--- src/verilog/psr_pkg.sv ---
// Package: register map, field layout and status types of the status block
package psr_pkg;

  localparam logic [7:0] REG_STATUS_ONE   = 8'h05;
  localparam logic [7:0] REG_STATUS_TWO   = 8'h06;
  localparam logic [7:0] REG_EVENT_FLAGS  = 8'h07;
  localparam logic [7:0] REG_EVENT_MASK   = 8'h08;
  localparam logic [7:0] REG_LINK_STATUS  = 8'h0a;

  localparam logic [7:0] RST_STATUS_TWO   = 8'h00;
  localparam logic [7:0] RST_EVENT_FLAGS  = 8'h00;
  localparam logic [7:0] RST_EVENT_MASK   = 8'h10;
  localparam logic [7:0] MASK_WRITABLE    = 8'h7f;
  localparam logic [2:0] RST_STATE_CODE   = 3'h0;
  localparam logic [2:0] RST_PRIME_COUNT  = 3'h0;
  localparam logic [2:0] PRIME_CYCLES     = 3'h5;

  localparam int FLD_TIMER_LO       = 6;
  localparam int FLD_SUMMARY        = 5;
  localparam int FLD_CODE_LO        = 2;
  localparam int FLD_ADDR_SELECT    = 1;
  localparam int FLD_LINK_ADDRESS   = 0;
  localparam int FLD_DROPOUT_LEVEL  = 7;
  localparam int FLD_ENABLE_LEVEL   = 6;
  localparam int FLD_INTERNAL_LO    = 2;
  localparam int FLD_THERMAL_LEVEL  = 1;
  localparam int FLD_COMPARATOR     = 0;

  localparam int BIT_STATE_CHANGE   = 0;
  localparam int BIT_LINK_SUMMARY   = 1;
  localparam int BIT_CHARGE_TIMER   = 2;
  localparam int BIT_DROPOUT        = 3;
  localparam int BIT_RESISTOR_DONE  = 4;
  localparam int BIT_THERMAL        = 5;
  localparam int BIT_LINE_SHORT     = 6;

  localparam logic [1:0] TIMER_INACTIVE = 2'h0;
  localparam logic [1:0] TIMER_RUNNING  = 2'h1;
  localparam logic [1:0] TIMER_EXPIRED  = 2'h2;
  localparam logic [1:0] TIMER_RESERVED = 2'h3;

  localparam logic [6:0] TARGET_ADDR_LOW  = 7'h15;
  localparam logic [6:0] TARGET_ADDR_HIGH = 7'h6a;

  // Live inputs from the analogue and state-machine side
  typedef struct packed {
    logic [1:0] charge_timer_state;
    logic [2:0] state_machine_code;
    logic       target_addr_select;
    logic       link_address_select;
    logic       regulator_dropout_level;
    logic       enable_pin_level;
    logic       thermal_shutdown_level;
    logic       line_comparator_out;
    logic [3:0] internal_bits;
    logic       resistor_measure_done;
    logic       line_short_detect;
  } psr_status_in_t;

  // Register bus request
  typedef struct packed {
    logic       rd;
    logic       wr;
    logic [7:0] addr;
    logic [7:0] wdata;
  } psr_bus_req_t;

endpackage

--- src/verilog/psr_sync.sv ---
// Two flip-flop synchroniser for a group of pin levels
`timescale 1ns/1ps
module psr_sync #(
  parameter int W = 1
) (
  input  wire logic         clock_i,
  input  wire logic         reset_i,
  input  wire logic [W-1:0] async_i,
  output logic      [W-1:0] sync_o
);
  logic [W-1:0] meta;

  always_ff @(posedge clock_i) begin
    if (reset_i) begin
      meta   <= '0;
      sync_o <= '0;
    end else begin
      meta   <= async_i;
      sync_o <= meta;
    end
  end
endmodule // psr_sync

--- src/verilog/psr_event_flags.sv ---
// Sticky event flags, cleared together on a read, set winning over clear
`timescale 1ns/1ps
module psr_event_flags
  import psr_pkg::*;
(
  input  wire logic       clock_i,
  input  wire logic       reset_i,
  input  wire logic [7:0] set_i,
  input  wire logic       clear_i,
  output logic      [7:0] flags_o
);
  always_ff @(posedge clock_i) begin
    if (reset_i) begin
      flags_o <= RST_EVENT_FLAGS;
    end else if (clear_i) begin
      flags_o <= set_i & MASK_WRITABLE;
    end else begin
      flags_o <= (flags_o | set_i) & MASK_WRITABLE;
    end
  end
endmodule // psr_event_flags

--- src/verilog/psr_status_regs.sv ---
// Status, event flag and event mask registers of the link management device
`timescale 1ns/1ps
// Function
// - Charge timer state at status one bits 7:6; code 3 never shown.
// - Bit 5 high when any link status register bit is set.
// - State machine code shown in status one bits 4:2.
// - Bit 1 shows which of two target addresses is configured.
// - Bit 0 gives link address or single/dual target mode by role.
// - Status two bit 7 follows the regulator dropout comparator.
// - Status two bit 6 follows the enable pin level.
// - Status two bit 1 set while in thermal shutdown.
// - Status two bit 0 shows the line comparator output.
// - Status two bits 5:2 are internal and carry no meaning.
// - Event bit 0 latches on any state machine code change.
// - Event bit 1 latches on any link summary change.
// - Event bit 2 latches when charge timer goes running to expired.
// - Event bit 3 raised on regulator dropout.
// - Event bit 4 set when resistor measurement completes.
// - Event bit 5 set when over thermal shutdown threshold.
// - Event bit 6 set on line short; bit 7 reserved.
// - One mask bit per flag; 1 lets the flag interrupt.
// - Link status register is read only.
module psr_status_regs
  import psr_pkg::*;
(
  input  wire logic           clock_i,
  input  wire logic           reset_i,
  input  wire psr_status_in_t status_i,
  input  wire logic [7:0]     link_status_register_i,
  input  wire psr_bus_req_t   bus_i,
  output logic      [7:0]     rdata_o,
  output logic                rvalid_o,
  output logic                interrupt_n_o,
  output logic      [6:0]     target_address_o
);

  localparam int ST_W = $bits(psr_status_in_t);

  psr_status_in_t   live;
  logic [ST_W-1:0]  live_bits;
  logic [7:0]       link_sync;
  logic [7:0]       status_one;
  logic [7:0]       status_two;
  logic [7:0]       event_mask;
  logic [7:0]       event_flags;
  logic [7:0]       next_set;
  logic [2:0]       prev_code;
  logic             prev_summary;
  logic [1:0]       prev_timer;
  logic             prev_done;
  logic             primed;
  logic             link_status_summary;
  logic [1:0]       charge_timer_state;
  logic [2:0]       code_seen;
  logic [2:0]       code_held;
  logic [1:0]       timer_seen;
  logic [1:0]       timer_held;
  logic [2:0]       prime_count;
  logic             flags_read;
  logic             mask_write;
  logic [7:0]       pending;
  logic [7:0]       read_word;

  // Pins arrive from other domains
  psr_sync #(.W(ST_W)) u_sync_status (
    .clock_i (clock_i),
    .reset_i (reset_i),
    .async_i (status_i),
    .sync_o  (live_bits)
  );

  psr_sync #(.W(8)) u_sync_link (
    .clock_i (clock_i),
    .reset_i (reset_i),
    .async_i (link_status_register_i),
    .sync_o  (link_sync)
  );

  assign live = psr_status_in_t'(live_bits);

  // Register offset decode
  function automatic logic reg_hit(input psr_bus_req_t req, input logic [7:0] offset);
    return req.addr == offset;
  endfunction

  // Reserved timer code shown as expired
  function automatic logic [1:0] timer_shown(input logic [1:0] code);
    return (code == TIMER_RESERVED) ? TIMER_EXPIRED : code;
  endfunction

  // Last sample of the state code
  always_ff @(posedge clock_i) begin
    if (reset_i) begin
      code_seen <= RST_STATE_CODE;
    end else begin
      code_seen <= live.state_machine_code;
    end
  end

  // Last sample of the timer word
  always_ff @(posedge clock_i) begin
    if (reset_i) begin
      timer_seen <= TIMER_INACTIVE;
    end else begin
      timer_seen <= live.charge_timer_state;
    end
  end

  // State code taken after two equal samples
  always_ff @(posedge clock_i) begin
    if (reset_i) begin
      code_held <= RST_STATE_CODE;
    end else if (live.state_machine_code == code_seen) begin
      code_held <= code_seen;
    end
  end

  // Timer word taken after two equal samples
  always_ff @(posedge clock_i) begin
    if (reset_i) begin
      timer_held <= TIMER_INACTIVE;
    end else if (live.charge_timer_state == timer_seen) begin
      timer_held <= timer_seen;
    end
  end

  assign link_status_summary = |link_sync;

  assign charge_timer_state = timer_shown(timer_held);

  // Status one fields
  always_comb begin
    status_one = 8'h00;
    status_one[FLD_TIMER_LO +: 2] = charge_timer_state;
    status_one[FLD_SUMMARY] = link_status_summary;
    status_one[FLD_CODE_LO +: 3] = code_held;
    status_one[FLD_ADDR_SELECT] = live.target_addr_select;
    status_one[FLD_LINK_ADDRESS] = live.link_address_select;
  end

  // Status two fields
  always_comb begin
    status_two = 8'h00;
    status_two[FLD_DROPOUT_LEVEL] = live.regulator_dropout_level;
    status_two[FLD_ENABLE_LEVEL] = live.enable_pin_level;
    status_two[FLD_INTERNAL_LO +: 4] = live.internal_bits;
    status_two[FLD_THERMAL_LEVEL] = live.thermal_shutdown_level;
    status_two[FLD_COMPARATOR] = live.line_comparator_out;
  end

  always_ff @(posedge clock_i) begin
    if (reset_i) begin
      target_address_o <= TARGET_ADDR_LOW;
    end else begin
      target_address_o <= live.target_addr_select ? TARGET_ADDR_HIGH : TARGET_ADDR_LOW;
    end
  end

  // State code and link summary change detection waits for real samples
  always_ff @(posedge clock_i) begin
    if (reset_i) begin
      prime_count <= RST_PRIME_COUNT;
    end else if (prime_count != PRIME_CYCLES) begin
      prime_count <= prime_count + 3'h1;
    end
  end

  assign primed = (prime_count == PRIME_CYCLES);

  always_ff @(posedge clock_i) begin
    if (reset_i) begin
      prev_code <= RST_STATE_CODE;
    end else begin
      prev_code <= code_held;
    end
  end

  always_ff @(posedge clock_i) begin
    if (reset_i) begin
      prev_summary <= 1'b0;
    end else begin
      prev_summary <= link_status_summary;
    end
  end

  always_ff @(posedge clock_i) begin
    if (reset_i) begin
      prev_timer <= TIMER_INACTIVE;
    end else begin
      prev_timer <= charge_timer_state;
    end
  end

  always_ff @(posedge clock_i) begin
    if (reset_i) begin
      prev_done <= 1'b0;
    end else begin
      prev_done <= live.resistor_measure_done;
    end
  end

  always_comb begin
    next_set = 8'h00;
    next_set[BIT_STATE_CHANGE] = primed && (code_held != prev_code);
    next_set[BIT_LINK_SUMMARY] = primed && (link_status_summary != prev_summary);
    next_set[BIT_CHARGE_TIMER] = (prev_timer == TIMER_RUNNING) &&
                                 (charge_timer_state == TIMER_EXPIRED);
    next_set[BIT_DROPOUT] = live.regulator_dropout_level;
    next_set[BIT_RESISTOR_DONE] = live.resistor_measure_done && !prev_done;
    next_set[BIT_THERMAL] = live.thermal_shutdown_level;
    // line short, bit 7 stays zero
    next_set[BIT_LINE_SHORT] = live.line_short_detect;
  end

  assign flags_read = bus_i.rd && reg_hit(bus_i, REG_EVENT_FLAGS);

  assign mask_write = bus_i.wr && reg_hit(bus_i, REG_EVENT_MASK);

  psr_event_flags u_flags (
    .clock_i (clock_i),
    .reset_i (reset_i),
    .set_i   (next_set),
    .clear_i (flags_read),
    .flags_o (event_flags)
  );

  always_ff @(posedge clock_i) begin
    if (reset_i) begin
      event_mask <= RST_EVENT_MASK;
    end else if (mask_write) begin
      event_mask <= bus_i.wdata & MASK_WRITABLE;
    end
  end

  // Read multiplexer
  always_comb begin
    read_word = 8'h00;
    case (bus_i.addr)
      REG_STATUS_ONE:  read_word = status_one;
      REG_STATUS_TWO:  read_word = status_two;
      REG_EVENT_FLAGS: read_word = event_flags;
      REG_EVENT_MASK:  read_word = event_mask;
      REG_LINK_STATUS: read_word = link_sync;
      default:         read_word = 8'h00;
    endcase
  end

  // Read answer pulse
  always_ff @(posedge clock_i) begin
    if (reset_i) begin
      rvalid_o <= 1'b0;
    end else begin
      rvalid_o <= bus_i.rd;
    end
  end

  // Read data held until next read
  always_ff @(posedge clock_i) begin
    if (reset_i) begin
      rdata_o <= 8'h00;
    end else if (bus_i.rd) begin
      rdata_o <= read_word;
    end
  end

  assign pending = event_flags & event_mask;

  always_ff @(posedge clock_i) begin
    if (reset_i) begin
      interrupt_n_o <= 1'b1;
    end else begin
      interrupt_n_o <= ~|pending;
    end
  end

endmodule // psr_status_regs

--- config.mk ---
export PLATFORM = sky130hd
export DESIGN_NAME = psr_status_regs
export DESIGN_NICKNAME = d
export VERILOG_FILES = /design/src/verilog/psr_pkg.sv /design/src/verilog/psr_sync.sv /design/src/verilog/psr_event_flags.sv /design/src/verilog/psr_status_regs.sv
export SDC_FILE = /design/constraint.sdc
export NUM_CORES = 1
export LEC_CHECK = 0
export BUFFER_PORTS_ARGS = -buffer_cell sky130_fd_sc_hd__buf_2
export CAP_MARGIN = 15
export CORE_MARGIN = 5
export CORE_UTILIZATION = 50
export CTS_CLUSTER_DIAMETER = 40
export DETAILED_ROUTE_END_ITERATION = 8
export GPL_TIMING_DRIVEN = 0
export HOLD_SLACK_MARGIN = 0.08
export PLACE_DENSITY = 0.8
export SYNTH_ARGS = -nofsm -noshare
export SYNTH_HDL_FRONTEND = slang
export SYNTH_SLANG_ARGS = --single-unit
--- constraint.sdc ---
create_clock -name clock_i -period 5.7 [get_ports clock_i]
set_input_delay 0.855 -clock clock_i [delete_from_list [all_inputs] [get_ports clock_i]]
set_output_delay 0.855 -clock clock_i [all_outputs]
set_load 0.03 [all_outputs]
Word level (Yosys, flattened, before mapping)
Index checks and enable logic that the tools add are counted.

storage, ports and cells
  word-level logic and storage cells = 50
  bits of input ports = 45
  flip-flop bits (word level) = 101

cells by class
  bitwise logic cells = 2
  muxes and demuxes = 4
  add/sub/neg operators = 1
  equality and inequality tests = 14
  reduce and logical (&&, ||, !) cells = 10

operator list
  operator                                                                number
  8-bit case mux with 5 select lines                                      1
  8-bit by 3-bit equality test with 1-bit output (second input constant)  3
  8-bit by 4-bit equality test with 1-bit output (second input constant)  2
  8-bit OR reduction                                                      2
  7-bit two-way mux                                                       2
  7-bit bitwise AND                                                       1
  7-bit OR                                                                1
  1-bit logical AND                                                       6
  2-bit equality test (second input constant)                             2
  3-bit by 1-bit adder with 3-bit output (second input constant)          1
  3-bit equality test                                                     1
  3-bit equality test (second input constant)                             1
  3-bit != test                                                           1
  3-bit != test (second input constant)                                   1
  2-bit by 1-bit equality test with 1-bit output (second input constant)  1
  2-bit equality test                                                     1
  1-bit logical NOT                                                       2
  2-bit two-way mux                                                       1
  1-bit != test                                                           1

Depth between registers and ports, before layout
  depth in word-level cells = 6
  gate-level depth with buffers = 6

Cells and area by module
A second synthesis with hierarchy kept.

unflattened totals
  cells, all modules = 339
  area total of the unflattened synthesis = 3612.2 sq um

modules (own cells, without submodules)
  module                     seq. area each (sq um)  cells each  area each (sq um)  instances
  psr_status_regs            780.7                   205         1954.4             1
  psr_sync at u_sync_status  680.7                   71          937.1              1
  psr_sync at u_sync_link    320.3                   33          464.2              1
  psr_event_flags            140.1                   30          256.5              1

Worst setup path before layout
No wires, ideal clock.

  kind = input port to flip-flop
  from = input bus_i[15] (netlist name)
  to = register rdata_o[0]
  stages = 5
  setup slack = 3.318 ns
  data arrival time = 2.294 ns
  path buffers = 1
  library setup time = 0.088 ns
  cells stage by stage = or4_4 -> or3_1 -> buf_6 -> o22a_1 -> a311oi_2

between the ends
  cells in the longest elaborated chain, start to end = 2
  elaborated cells between the ends (all ways) = 6
  those cells by class = eq/ne: 5; mux: 1

ends and longest elaborated chain
  what                                                                                                              line                    text
  start: declaration                                                                                                psr_status_regs.sv:30   input wire psr_bus_req_t bus_i,
  8-bit by 4-bit equality test with 1-bit output or 8-bit by 3-bit equality test with 1-bit output (tied branches)  psr_status_regs.sv:238  case (bus_i.addr)
  8-bit case mux with 5 select lines (*)                                                                            psr_status_regs.sv:238
  end signal: assignment                                                                                            psr_status_regs.sv:262  rdata_o <= read_word;
  end: declaration                                                                                                  psr_status_regs.sv:31   output logic [7:0] rdata_o,

Mark *: on every way between the ends. The rest lies on a longest branch, timed or not.
A chain may end at the register's enable or synchronous reset.

Final worst setup path
  from = input bus_i[15] (netlist name)
  to = register rdata_o[2]

The elaborated chain is that of the path after synthesis.

==> flow_metrics.py <==
metrics = {
    "run_status": {
        "status": "finished clean",
    },
    "routing": {
        "routedWlPerCell_um": 14.8,
        "drt_iter0_drc": 162,
        "ant_nets": 0,
        "wl_um": 7080,
        "via_per_inst": 5.05,
        "vias": 2416,
        "first_pass_iters": 5,
        "drc_errors": 0,
    },
    "timing": {
        "finalHoldViolations": 0,
        "timing.final.crit_share": 0.414,
        "relSlewSlack": 0.491,
        "clock_skew_ns": 0.00737,
        "max_clock_freq_ghz": 0.423,
        "tightest_slew_ns": 0.761,
        "finalSetupTns_ns": 0,
        "rsz0062_at_grt": "false",
        "final-max-slew-violation-count": 0,
        "period_needed_ns": 2.36,
        "setup_viol": 0,
    },
    "synthesis": {
        "ys_top_cells_by_count": "dfxtp_1, nor2b_1, nor2_1",
        "synth_area_leaders": "dfxtp_1, nor2b_1, mux2i_1",
        "synthDistinctLibCells": 40,
        "async_reset_ff_frac": 0,
        "synth_most_common_cell": "dfxtp_1",
        "synthCells": 323,
        "synth-edff-count": 0,
        "ys_ff_latch": 96,
        "postSynthAreaPerCell_um2": 10.6,
        "yosysSeqAreaShare": 0.562,
        "netlist_area_um2": 3420,
        "synth.top_cell.area_share": 0.562,
        "synth_warnings": 0,
        "synth_top_cell_by_area": "dfxtp_1",
        "yosys_most_used_dff": "dfxtp_1",
        "synthesis.nets": 370,
    },
    "worst_setup_path": {
        "worstReg2RegStart": "u_sync_link.sync_o[1]$_SDFF_PP0_",
        "cp-start-kind": "primary input",
        "critPathLaunch": "bus_i[15]",
        "r2r_end": "u_flags.flags_o[1]$_SDFF_PP0_",
        "r2r_slack_ns": 4.43,
        "worstPathArrival_ns": 2.64,
        "crit_path_end_kind": "flip-flop",
        "critPathCapture": "rdata_o[2]$_SDFFE_PP0P_",
        "critPathKind": "primary input to flip-flop",
        "path_max_fanout": 7,
        "worstPathRequired_ns": 5.98,
        "reg2regPathDepth": 4,
    },
    "place": {
        "dp_hpwl_um": 5240,
        "gp_congestion": 0.837,
        "port_buffers": 59,
    },
    "clocking": {
        "cts_hold_buf": 0,
        "cts.sink_count": 96,
        "path_clk_slew_ns": 0.09,
        "cts_root_buf": "clkbuf_8",
        "htree_levels": 3,
        "clk_path_buf_depth": 2,
        "cts_setup_buffers": 0,
        "cts_tree": "yes",
        "cts_resized": 0,
        "clk_latency_ns": 0.36,
        "numCtsBuffers": 9,
    },
    "global_route": {
        "antenna_found_initial": 0,
        "grt_first_pass_wirelength_um": 11700,
        "overflow": 0,
        "first_global_vias": 2358,
        "grt_max_degree": 17,
        "grt_usage": 0.177,
    },
    "final_layout": {
        "drive_above_1_share": 0.229,
        "diodes": 0,
        "area_growth_pct": 18.5,
        "nNetsFinal": 440,
    },
    "floorplan": {
        "chipHeight_um": 92.7,
        "fp.coreArea_um2": 6720,
        "die_x_um": 92.7,
        "dieArea_um2": 8600,
        "initial_core_util": 0.509,
        "pin_count": 62,
        "num_rows": 30,
    },
    "min_path": {
        "hold_class": "flip-flop to flip-flop",
    },
    "power": {
        "power_density_nw_per_um2": 323,
        "power_w": 0.00131,
        "p_leak_nw": 1.72,
        "vdd_drop_max_mv": 0.147,
    },
    "run": {
        "maxCapViolations": 0,
    },
}
-- cell families after synthesis --
| family | Yosys count | share of synthesized area |
|---|---|---|
| mux | 22 | 0.0644 |
| xor+xnor | 10 | 0.0256 |
| simple gates | 126 | 0.205 |
| buf+inv | 26 | 0.0362 |
| fa+ha+maj | 2 | 0.00731 |
| flops | 96 | 0.562 |
| compound gates | 41 | 0.0995 |
-- worst max-delay path: stages --
cell      delay (ns)
buf_2           0.10
or4_4           0.54
nor4b_2         0.69
nand2_1         0.17
a311oi_2        0.28
-- area by class of cell --
| cell class | count | area, um^2 |
|---|---|---|
| repair buffers | 59 | 295 |
| inverters | 5 | 18.8 |
| plain buffers | 21 | 105 |
| multi-input cells | 201 | 1380 |
| flip-flops and latches | 96 | 1920 |
| clock inverters | 5 | 86.3 |
| fillers | 557 | 2670 |
| well taps | 80 | 100 |
| clock buffers | 11 | 151 |
-- placed cells by master, fill, tap and decap left out, drive strengths merged, types with 7 or more instances in the layout --
master,instances
xnor2,7
a21oi,9
dfxtp,96
clkbuf,23
nor2b,62
buf,68
nor2,31
nand2,13
o22a,7
a311oi,7
mux2i,22
-- metrics by stage --
step | util | setup WS (ns) | hold WS, ns | cells | area, um^2
final | 0.603 | 3.34 | 0.437 | 478 | 4050
after global routing | 0.603 | 3.24 | 0.466 | 478 | 4050
after CTS | 0.603 | 3.35 | 0.440 | 478 | 4050
after detailed placement | 0.568 | 2.97 | 0.421 | 462 | 3820
after global placement | 0.568 | 3.00 | 0.416 | 462 | 3820
after floorplan | - | 3.32 | 0.392 | 323 | 3420
-- registers in the layout (all words and copies together), names as in the netlist, 3 cells and up --
signal                cells
event_mask                7
u_sync_link.meta          8
code_seen                 3
prime_count               3
u_sync_status.sync_o     17
u_flags.flags_o           7
prev_code                 3
code_held                 3
u_sync_link.sync_o        8
u_sync_status.meta       17
rdata_o                   8
-- how the worst min path moves through the flow --
stage / slack, ns / start / cells past startpoint / to
floorplan: 0.39 / u_sync_status.sync_o[11]$_SDFF_PP0_ / 1 / target_address_o[4]$_SDFF_PP1_
detailed placement: 0.42 / u_sync_status.meta[7]$_SDFF_PP0_ / 1 / u_sync_status.sync_o[7]$_SDFF_PP0_
CTS: 0.44 / u_sync_status.meta[6]$_SDFF_PP0_ / 1 / u_sync_status.sync_o[6]$_SDFF_PP0_
finish: 0.44 / u_sync_status.meta[6]$_SDFF_PP0_ / 1 / u_sync_status.sync_o[6]$_SDFF_PP0_
global route: 0.47 / u_sync_link.meta[1]$_SDFF_PP0_ / 1 / u_sync_link.sync_o[1]$_SDFF_PP0_
global placement: 0.42 / u_sync_status.meta[12]$_SDFF_PP0_ / 1 / u_sync_status.sync_o[12]$_SDFF_PP0_
-- where the power goes --
group | switching (W) | leakage [nW] | total [W] | internal [W]
Sequential | 0.0000132 | 0.788 | 0.000710 | 0.000697
Combinational | 0.0000508 | 0.810 | 0.0000940 | 0.0000432
Clock | 0.000231 | 0.120 | 0.000505 | 0.000274
Total | 0.000295 | 1.72 | 0.00131 | 0.00101
-- layer usage --
| layer | track usage | up-vias | wire length [um] |
|---|---|---|---|
| met4 | 0.0879 | 0 | 157 |
| met3 | 0.0422 | 12 | 481 |
| met1 | 0.224 | 1103 | 3190 |
| li1 | - | 1222 | - |
| met5 | 0 | - | 0 |
| met2 | 0.283 | 79 | 3260 |
Note: power is estimated with default switching activity, not from simulation.
